File: config.mk
export PLATFORM = sky130hd
export DESIGN_NAME = cod_dictionary
export DESIGN_NICKNAME = d
export VERILOG_FILES = /design/src/cod_pkg.sv /design/src/cod_dictionary.sv
export SDC_FILE = /design/constraint.sdc
export NUM_CORES = 1
export LEC_CHECK = 0
export BUFFER_PORTS_ARGS = -buffer_cell sky130_fd_sc_hd__buf_2
export CORE_AREA = 2 2 154 216
export DETAILED_ROUTE_END_ITERATION = 6
export DIE_AREA = 0 0 156 218
export PLACE_DENSITY = 0.74
export SLEW_MARGIN = 25
export SYNTH_ARGS = -nofsm -noshare
export SYNTH_HDL_FRONTEND = slang
export SYNTH_SLANG_ARGS = --single-unit
File: constraint.sdc
create_clock -name ref_clk -period 3.54 [get_ports ref_clk]
set_input_delay 0.354 -clock ref_clk [delete_from_list [all_inputs] [get_ports ref_clk]]
set_output_delay 0.354 -clock ref_clk [all_outputs]
set_load 0.1 [all_outputs]
File: src/cod_pkg.sv
// package: object dictionary constants and carrier types for the actuator node
package cod_pkg;
  // communication object base identifiers
  localparam logic [10:0] COB_TPDO_BASE  = 11'h180;
  localparam logic [10:0] COB_RPDO_BASE  = 11'h200;
  localparam logic [10:0] COB_SDO_TX     = 11'h580;
  localparam logic [10:0] COB_SDO_RX     = 11'h600;
  localparam logic [10:0] COB_HBEAT      = 11'h700;
  // object indices
  localparam logic [15:0] IDX_DEV_TYPE   = 16'h1000;
  localparam logic [15:0] IDX_ERR_REG    = 16'h1001;
  localparam logic [15:0] IDX_HBEAT      = 16'h1017;
  localparam logic [15:0] IDX_IDENTITY   = 16'h1018;
  localparam logic [15:0] IDX_SDO_PAR    = 16'h1200;
  localparam logic [15:0] IDX_RPDO_PAR   = 16'h1400;
  localparam logic [15:0] IDX_RPDO_MAP   = 16'h1600;
  localparam logic [15:0] IDX_TPDO_PAR   = 16'h1800;
  localparam logic [15:0] IDX_TPDO_MAP   = 16'h1A00;
  localparam logic [15:0] IDX_ACT_POS    = 16'h2210;
  localparam logic [15:0] IDX_DES_POS    = 16'h2211;
  localparam logic [15:0] IDX_TEMP       = 16'h2212;
  localparam logic [15:0] IDX_STAT1      = 16'h2213;
  localparam logic [15:0] IDX_STAT2      = 16'h2214;
  localparam logic [15:0] IDX_STAT3      = 16'h2215;
  localparam logic [15:0] IDX_POS_CMD    = 16'h2216;
  localparam logic [15:0] IDX_VOLT       = 16'h2219;
  localparam logic [15:0] IDX_CURR       = 16'h221A;
  localparam logic [15:0] IDX_ANA_DEM    = 16'h221B;
  localparam logic [15:0] IDX_PWM_DEM    = 16'h221C;
  localparam logic [15:0] IDX_CAN_DEM    = 16'h221D;
  localparam logic [15:0] IDX_CLR_DIAG   = 16'h221F;
  localparam logic [15:0] IDX_CMD_BITS   = 16'h2220;
  localparam logic [15:0] IDX_STAT_DATA  = 16'h2221;
  // fixed values
  localparam logic [31:0] DEV_TYPE_VAL   = 32'h0000_0000;
  localparam logic [31:0] ERR_REG_VAL    = 32'h0000_0000;
  localparam logic [31:0] IDENT_ENTRIES  = 32'h0000_0004;
  localparam logic [31:0] SDO_ENTRIES    = 32'h0000_0002;
  localparam logic [31:0] RPDO_ELEMS     = 32'h0000_0002;
  localparam logic [31:0] RPDO_TTYPE     = 32'h0000_00FE;
  localparam logic [31:0] RPDO_MAP_N     = 32'h0000_0003;
  localparam logic [31:0] TPDO_MAX_SUB   = 32'h0000_0005;
  localparam logic [31:0] TPDO_TTYPE     = 32'h0000_0001;
  localparam logic [31:0] TPDO_EVT_TMR   = 32'h0000_0000;
  localparam logic [31:0] TPDO_MAP_N     = 32'h0000_0006;
  localparam logic [31:0] REV_PRELIM_MIN = 32'h0000_0064;
  localparam logic [31:0] ABORT_NO_SUB   = 32'h0609_0011;
  localparam logic [31:0] ABORT_NO_OBJ   = 32'h0602_0000;
  localparam logic [31:0] ABORT_WRITE    = 32'h0601_0002;
  localparam logic [15:0] POS_FULL       = 16'h9C40;
  localparam logic [15:0] POS_MAX        = 16'hFAFF;
  localparam logic [7:0]  TEMP_MAX       = 8'hFA;
  // mapping entry: index, sub-index, bit length
  localparam logic [7:0]  MAP_LEN16      = 8'h10;
  localparam logic [7:0]  MAP_LEN8       = 8'h08;
  localparam logic [7:0]  MAP_LEN1       = 8'h01;
  // demand source selections
  localparam logic [1:0]  SRC_ANALOG     = 2'h0;
  localparam logic [1:0]  SRC_PWM        = 2'h1;
  localparam logic [1:0]  SRC_CAN        = 2'h2;
  // byte positions in a frame
  localparam int          PDO_BYTES      = 8;
  // timing: fault timeout tick is one millisecond
  localparam int          CLK_HZ         = 20_000_000;
  localparam int          MS_PER_TICK    = 1;
  localparam int          TICK_CYCLES    = CLK_HZ / 1000 * MS_PER_TICK;

  typedef enum logic [1:0] {
    COD_NMT_PREOP = 2'b00,
    COD_NMT_OPER  = 2'b01,
    COD_NMT_STOP  = 2'b10
  } cod_nmt_t;

  typedef struct packed {
    logic       valid;
    logic       is_write;
    logic [15:0] index;
    logic [7:0]  sub;
  } cod_sdo_req_t;

  typedef struct packed {
    logic        abort;
    logic [15:0] index;
    logic [7:0]  sub;
    logic [31:0] data;
  } cod_sdo_rsp_t;

  typedef struct packed {
    logic [7:0] overall;
    logic [7:0] inputs;
    logic [7:0] system;
  } cod_status_t;

  typedef struct packed {
    logic [10:0]      cob_id;
    logic [63:0]      data;
  } cod_frame_t;

  typedef struct packed {
    logic [15:0] pos_act;
    logic [15:0] pos_des;
    logic [7:0]  temp;
    logic [15:0] volt;
    logic [15:0] curr;
    logic [15:0] ana_dem;
    logic [15:0] pwm_dem;
    logic [7:0]  stat_data;
  } cod_meas_t;
endpackage

File: src/cod_dictionary.sv
// object dictionary, sdo server and pdo packing for the actuator node
`timescale 1ns/1ps
`default_nettype none
module cod_dictionary
  import cod_pkg::*;
#(
  parameter logic [31:0] VENDOR_ID   = 32'h0000_0A5A, // arbitrary value
  parameter logic [31:0] PRODUCT_ID  = 32'h0000_1234, // arbitrary value
  parameter logic [31:0] REVISION    = 32'h0000_0001,
  parameter logic [31:0] SERIAL_NUM  = 32'h0000_0001,
  parameter int          TICK_DIV    = TICK_CYCLES
) (
  // clock and reset
  input  wire logic         ref_clk,
  input  wire logic         rst_b,
  // configuration
  input  wire logic [6:0]   node_id,
  input  wire logic [15:0]  hbeat_ms,
  input  wire logic [15:0]  demand_timeout_ms,
  input  wire logic [1:0]   demand_source,
  input  wire cod_nmt_t     nmt_state,
  // actuator indications
  input  wire cod_meas_t    meas,
  input  wire cod_status_t  status,
  input  wire logic         bus_off,
  // sdo request and response
  input  wire cod_sdo_req_t sdo_req,
  output logic              sdo_req_ready,
  output logic              sdo_rsp_valid,
  input  wire logic         sdo_rsp_ready,
  output cod_sdo_rsp_t      sdo_rsp,
  output logic [10:0]       sdo_rsp_cob,
  // received process data
  input  wire logic         rpdo_valid,
  input  wire logic [10:0]  rpdo_cob,
  input  wire logic [31:0]  rpdo_data,
  // transmit process data
  input  wire logic         tpdo_trigger,
  output logic              tpdo_valid,
  input  wire logic         tpdo_ready,
  output cod_frame_t        tpdo,
  // demand outputs and heartbeat id
  output logic [15:0]       pos_demand,
  output logic [7:0]        clear_diag_cmd,
  output logic [7:0]        cmd_bits,
  output logic              demand_fault,
  output logic              demand_range_err,
  output logic [10:0]       hbeat_cob
);

  typedef struct packed {
    cod_sdo_rsp_t [1:0] buf_q;
    logic               wr_q;
    logic               rd_q;
    logic [1:0]         cnt_q;
    logic [10:0]        rsp_cob;
    logic [15:0]        pos_dem;
    logic [15:0]        can_dem;
    logic [7:0]         clr;
    logic [7:0]         cmd;
    logic [15:0]        tick_cnt;
    logic [15:0]        ms_cnt;
    logic               fault;
    logic               range_err;
    logic               tx_valid;
    cod_frame_t         tx;
  } cod_state_t;

  cod_state_t st_q;
  cod_state_t st_d;

  // object lookup; abort flag rides in bit 32
  function automatic logic [32:0] lookup(input logic [15:0] idx, input logic [7:0] sub,
                                          input logic [1:0] src);
    logic [32:0] r;
    logic        s0;
    r  = {1'b1, ABORT_NO_SUB};
    s0 = (sub == 8'h00);
    case (idx)
      IDX_DEV_TYPE: if (s0) r = {1'b0, DEV_TYPE_VAL};
      IDX_ERR_REG:  if (s0) r = {1'b0, ERR_REG_VAL};
      IDX_HBEAT:    if (s0) r = {17'h0, hbeat_ms};
      IDX_IDENTITY: begin
        case (sub)
          8'h00:   r = {1'b0, IDENT_ENTRIES};
          8'h01:   r = {1'b0, VENDOR_ID};
          8'h02:   r = {1'b0, PRODUCT_ID};
          8'h03:   r = {1'b0, REVISION};
          8'h04:   r = {1'b0, SERIAL_NUM};
          default: r = {1'b1, ABORT_NO_SUB};
        endcase
      end
      IDX_SDO_PAR: begin
        case (sub)
          8'h00:   r = {1'b0, SDO_ENTRIES};
          8'h01:   r = {22'h0, COB_SDO_RX + {4'h0, node_id}};
          8'h02:   r = {22'h0, COB_SDO_TX + {4'h0, node_id}};
          default: r = {1'b1, ABORT_NO_SUB};
        endcase
      end
      IDX_RPDO_PAR: begin
        case (sub)
          8'h00:   r = {1'b0, RPDO_ELEMS};
          8'h01:   r = {22'h0, COB_RPDO_BASE + {4'h0, node_id}};
          8'h02:   r = {1'b0, RPDO_TTYPE};
          default: r = {1'b1, ABORT_NO_SUB};
        endcase
      end
      IDX_RPDO_MAP: begin
        case (sub)
          8'h00:   r = {1'b0, RPDO_MAP_N};
          8'h01:   r = {1'b0, IDX_POS_CMD, 8'h00, MAP_LEN16};
          8'h02:   r = {1'b0, IDX_CLR_DIAG, 8'h00, MAP_LEN8};
          8'h03:   r = {1'b0, IDX_CMD_BITS, 8'h00, MAP_LEN8};
          default: r = {1'b1, ABORT_NO_SUB};
        endcase
      end
      IDX_TPDO_PAR: begin
        case (sub)
          8'h00:   r = {1'b0, TPDO_MAX_SUB};
          8'h01:   r = {22'h0, COB_TPDO_BASE + {4'h0, node_id}};
          8'h02:   r = {1'b0, TPDO_TTYPE};
          8'h05:   r = {1'b0, TPDO_EVT_TMR};
          default: r = {1'b1, ABORT_NO_SUB};
        endcase
      end
      IDX_TPDO_MAP: begin
        case (sub)
          8'h00:   r = {1'b0, TPDO_MAP_N};
          8'h01:   r = {1'b0, IDX_ACT_POS, 8'h00, MAP_LEN16};
          8'h02:   r = {1'b0, IDX_DES_POS, 8'h00, MAP_LEN16};
          8'h03:   r = {1'b0, IDX_TEMP, 8'h00, MAP_LEN8};
          8'h04:   r = {1'b0, IDX_STAT1, 8'h00, MAP_LEN8};
          8'h05:   r = {1'b0, IDX_STAT2, 8'h00, MAP_LEN8};
          8'h06:   r = {1'b0, IDX_STAT3, 8'h00, MAP_LEN8};
          default: r = {1'b1, ABORT_NO_SUB};
        endcase
      end
      IDX_ACT_POS:   if (s0) r = {17'h0, meas.pos_act};
      IDX_DES_POS:   if (s0) r = {17'h0, meas.pos_des};
      IDX_TEMP:      if (s0) r = {25'h0, meas.temp};
      IDX_STAT1:     if (s0) r = {25'h0, status.overall};
      IDX_STAT2:     if (s0) r = {25'h0, status.inputs};
      IDX_STAT3:     if (s0) r = {25'h0, status.system};
      IDX_VOLT:      if (s0) r = {17'h0, meas.volt};
      IDX_CURR:      if (s0) r = {17'h0, meas.curr};
      // invalid sources read as zero
      IDX_ANA_DEM:   if (s0) r = {17'h0, (src == SRC_ANALOG) ? meas.ana_dem : 16'h0000};
      IDX_PWM_DEM:   if (s0) r = {17'h0, (src == SRC_PWM) ? meas.pwm_dem : 16'h0000};
      IDX_CAN_DEM:   if (s0) r = {17'h0, (src == SRC_CAN) ? st_q.can_dem : 16'h0000};
      IDX_STAT_DATA: if (s0) r = {25'h0, meas.stat_data};
      IDX_POS_CMD, IDX_CLR_DIAG, IDX_CMD_BITS: r = {1'b1, ABORT_WRITE};
      default:       r = {1'b1, ABORT_NO_OBJ};
    endcase
    return r;
  endfunction

  logic [32:0]  look;
  cod_sdo_rsp_t rsp_new;
  logic         push;
  logic         pop;
  logic         oper;
  logic         rx_hit;
  logic [15:0]  rx_dem;

  assign oper          = (nmt_state == COD_NMT_OPER);
  assign sdo_req_ready = (st_q.cnt_q != 2'h2) && (nmt_state != COD_NMT_STOP);
  assign push          = sdo_req.valid && sdo_req_ready;
  assign pop           = sdo_rsp_valid && sdo_rsp_ready;
  assign sdo_rsp_valid = (st_q.cnt_q != 2'h0);
  assign sdo_rsp       = st_q.buf_q[st_q.rd_q];
  assign sdo_rsp_cob   = st_q.rsp_cob;
  assign tpdo_valid    = st_q.tx_valid;
  assign tpdo          = st_q.tx;
  assign pos_demand    = st_q.pos_dem;
  assign clear_diag_cmd = st_q.clr;
  assign cmd_bits      = st_q.cmd;
  assign demand_fault  = st_q.fault;
  assign demand_range_err = st_q.range_err;
  assign hbeat_cob     = COB_HBEAT + {4'h0, node_id};
  assign rx_hit        = rpdo_valid && oper && (rpdo_cob == COB_RPDO_BASE + {4'h0, node_id});
  assign rx_dem        = {rpdo_data[15:8], rpdo_data[7:0]};

  always_comb begin
    st_d = st_q;
    look = lookup(sdo_req.index, sdo_req.sub, demand_source);
    rsp_new.index = sdo_req.index;
    rsp_new.sub   = sdo_req.sub;
    if (sdo_req.is_write) begin
      rsp_new.abort = 1'b1;
      rsp_new.data  = ABORT_WRITE;
    end else begin
      rsp_new.abort = look[32];
      rsp_new.data  = look[31:0];
    end
    // two-entry response buffer; stalled reader back-pressures requests
    st_d.rsp_cob = COB_SDO_TX + {4'h0, node_id};
    if (push) begin
      st_d.buf_q[st_q.wr_q] = rsp_new;
      st_d.wr_q = ~st_q.wr_q;
    end
    if (pop) begin
      st_d.rd_q = ~st_q.rd_q;
    end
    st_d.cnt_q = st_q.cnt_q + {1'b0, push} - {1'b0, pop};
    // millisecond tick for the demand timeout
    if (st_q.tick_cnt == 16'(TICK_DIV - 1)) begin
      st_d.tick_cnt = 16'h0000;
      if (st_q.ms_cnt != 16'hFFFF) begin
        st_d.ms_cnt = st_q.ms_cnt + 16'h0001;
      end
    end else begin
      st_d.tick_cnt = st_q.tick_cnt + 16'h0001;
    end
    if (rx_hit) begin
      st_d.can_dem   = rx_dem;
      st_d.clr       = rpdo_data[23:16];
      st_d.cmd       = rpdo_data[31:24];
      st_d.ms_cnt    = 16'h0000;
      st_d.fault     = 1'b0;
      st_d.range_err = 1'b0;
      if (demand_source == SRC_CAN) begin
        if (rx_dem > POS_MAX) begin
          st_d.pos_dem = 16'h0000;
          st_d.fault   = 1'b1;
        end else if (rx_dem > POS_FULL) begin
          st_d.pos_dem   = POS_FULL;
          st_d.range_err = 1'b1;
        end else begin
          st_d.pos_dem = rx_dem;
        end
      end
    end else if (demand_source == SRC_CAN && st_q.ms_cnt >= demand_timeout_ms) begin
      st_d.fault = 1'b1;
    end
    // transmit frame, low byte first
    if (st_q.tx_valid && tpdo_ready) begin
      st_d.tx_valid = 1'b0;
    end
    if (tpdo_trigger && oper && !(st_q.tx_valid && !tpdo_ready)) begin
      st_d.tx_valid    = 1'b1;
      st_d.tx.cob_id   = COB_TPDO_BASE + {4'h0, node_id};
      st_d.tx.data[7:0]   = meas.pos_act[7:0];
      st_d.tx.data[15:8]  = meas.pos_act[15:8];
      st_d.tx.data[23:16] = meas.pos_des[7:0];
      st_d.tx.data[31:24] = meas.pos_des[15:8];
      st_d.tx.data[39:32] = (meas.temp > TEMP_MAX) ? TEMP_MAX : meas.temp;
      st_d.tx.data[47:40] = {1'b0, status.overall[6:0]};
      st_d.tx.data[55:48] = status.inputs;
      st_d.tx.data[63:56] = {2'b00, status.system[5], status.system[4] | bus_off
                             | st_q.fault | st_q.range_err, status.system[3:0]};
    end
  end

  always_ff @(posedge ref_clk or negedge rst_b) begin
    if (!rst_b) begin
      st_q <= '0;
    end else begin
      st_q <= st_d;
    end
  end

endmodule
`default_nettype wire

==> summary.md <==
| Metric | Value |
|---|---|
| Cell Rows | 78 |
| CP Buf/Inv Count | 0 |
| Non-filler cells in the finished layout | 2,292 |
| Pwr Total | 12.7 mW |
| PwrDens | 697 nW/um2 |
| Worst-Margin Slew | 0.791 ns |
| RSZ-0062 raised after global routing | false |
| Max Fclk | 355 MHz |
| Reg clk slew, reported paths | 0.06 ns |
| Hold crit path type | primary input to flip-flop |
| Placed standard-cell area | 17,000 um2 |
| Mapped Area | 15,200 um2 |
| Share of the synthesized area in the top cell type | 43.2% |
| Setup TNS | 0 ns |
| Number of global-route vias before repair | 13,500 |
| Starting Density | 47.3% |
| CTS buffer count | 28 |
| TritonRoute pass-1 iters | 5 |
| Crit path kind | flip-flop to flip-flop |
| Max Clock Skew | 0.0195 ns |
| Crit-path max cell delay | 0.62 ns |
| Post-synth cell types | 90 |
| Wirelength per Cell | 24.8 um |
| Register area share after synthesis | 43.2% |
| Pleak | 8.66 nW |
| Worst vdd ir | 0.000683 V |
| Number of setup violations in the final report | 0 |
| Skew-Pair Late Insertion Delay | 0.58 ns |
| Final worst path period need | 2.82 ns |
| Final wirelength | 56.8 mm |
| Synth Register Bits | 262 |
| Final core area utilization | 56.5% |
| Minimum hold slack | 0.0195 ns |
| Cell total after placement | 2,221 |
| Kind of end point of the critical path | flip-flop |
| Ys async rst share | 100% |
| Startpoint Class | flip-flop |
| Crit-path cells | nor4b_1 -> nand4_1 -> a41oi_1 -> nand4_1 -> or3_1 -> a21oi_1 |
| Clk root buf | clkbuf_16 |
| Tcrit/Tclk final | 79.6% |
| Main synth FF type | dfrtp_1 |
| Die height | 218 um |
| Max Cap Violations | 0 |
| Num ports | 446 |
| GP Congestion | 1.02 |
| Starting DRT DRC Count | 1,432 |
| YS warnings | 0 |
| H-tree depth | 1 |
| Worst EP arrival | 3.32 ns |
| DR vias/cell | 5.95 |
| Slew HR | 46.8% |
| Post-Place Setup Slack | 0.402 ns |
| Synth top area cells | dfrtp_1 (43%), mux2_2 (11%), buf_4 (6.8%), nand2_1 (5.6%), o21ai_0 (2.4%) |
| Remaining antenna violation count | 0 |
| Die ar. | 34,000 um2 |
| Number of synthesized flops with an enable pin | 0 |
| Nets | 2,141 |
| Slowest cell on crit path | a41oi_1 |
| I/O Buffers | 428 |
| TritonCTS clock tree | yes |
| Top-count cell post-synth | dfrtp_1 |
| Core area | 32,100 um2 |
| CP max FO | 7 |
| Largest net degree at the start of global routing | 86 |
| Vias | 13,600 |
| Post-synthesis cell count | 1,540 |
| Die span in x | 156 um |
| GRT Total Usage | 32.8% |
| Worst path top cell family by delay | simple AND/OR/NAND/NOR gates |
| Most frequent CP cell | nand4_1 |
| Area grow syn2layout | 19.7% |
| Top post-synthesis cells by count | dfrtp_1 (262), nand2_1 (228), mux2_2 (150) |
| DP HPWL | 44.4 mm |
| Mapped Avg Cell Area | 9.85 um2 |
| Critical Path RT | 4.04 ns |
| Fin. Hold Viols | 0 |
| Fraction of layout instances using a drive strength above 1 | 39.1% |
| Maximum clock path buffer count | 3 |
| DRC viols | 0 |
| Design Area, Final | 18,200 um2 |
| Initial antenna violation count | 11 |
| Clock sinks | 262 |
| First-pass GRT wire length | 84.0 mm |
| Final Max Tran Viols | 0 |
| Setup Buffers After CTS | 0 |
| Final setup margin | 0.723 ns |
| Outcome | finished, final reports clean |
| Most area-hungry cell type in the Yosys netlist | dfrtp_1 |
| Grt total ovfl | 0 |
-- power by group --
| group | switching (mW) | total (mW) | internal, mW |
|---|---|---|---|
| sequential | 0.275 | 3.80 | 3.53 |
| clock | 1.26 | 3.07 | 1.81 |
| combinational | 4.65 | 5.77 | 1.13 |
| total | 6.18 | 12.7 | 6.47 |
-- kinds of logic after synthesis --
kind of cell | count (synthesis) | share of synthesized area [%]
other cells | 2 | 0.0495
buf+inv | 259 | 10.1
flops | 262 | 43.2
fa+ha+maj | 20 | 1.65
compound gates | 286 | 13.5
mux | 154 | 11.4
simple gates | 522 | 18.1
xor+xnor | 35 | 2.02
-- cell type report --
cell class,instances,area [um2]
tap,400,500
multi-input combinational,1035,7170
clock inverter,11,141
sequential,262,6560
timing repair buffer,503,2790
antenna,5,12.5
inverter,36,135
clock buffer,40,846
fill,2836,14000
-- final timing paths --
path                                     end  cells past startpoint  slack (ns)     startpoint
hold / removal             clear_diag_cmd[7]                      2        0.02  rpdo_data[23]
hold reg to reg                    st_q[272]                      2        0.47      st_q[272]
min in group asynchronous     sdo_rsp_cob[8]                      2        0.36          rst_b
setup reg to reg                    st_q[91]                      6        0.72       st_q[99]
max in group asynchronous          st_q[183]                      3        2.28          rst_b
setup / recovery                    st_q[91]                      6        0.72       st_q[99]
-- placed cells by master (no fill, tap or decap), types with 28 or more instances in the layout --
cell	instances
dfrtp_1	261
nand4_1	29
buf_2	427
nor2_1	65
nand3_1	32
o21ai_0	72
mux2_2	150
inv_1	35
clkbuf_16	28
nand2_1	228
a21oi_1	37
buf_4	57
-- registers in the layout (all words and copies together) (netlist names) --
signal            count
sdo_rsp_cob           8
tpdo_valid            1
demand_range_err      1
clear_diag_cmd        8
tpdo                 69
pos_demand           16
st_q                150
demand_fault          1
cmd_bits              8
-- metal layers --
| metal | vias up | track usage [%] | wire length [um] |
|---|---|---|---|
| met3 | 139 | 7.11 | 4660 |
| met4 | 8 | 15.0 | 2800 |
| met5 | - | 0 | 46 |
| li1 | 6045 | - | - |
| met2 | 717 | 57.1 | 28400 |
| met1 | 6723 | 38.7 | 20900 |
-- repair_timing --
item	CTS	global route
gates resized for setup	0	0
endpoints found under the hold margin	95	0
hold buffers	15	0
Note: power is estimated with default switching activity, not from simulation.
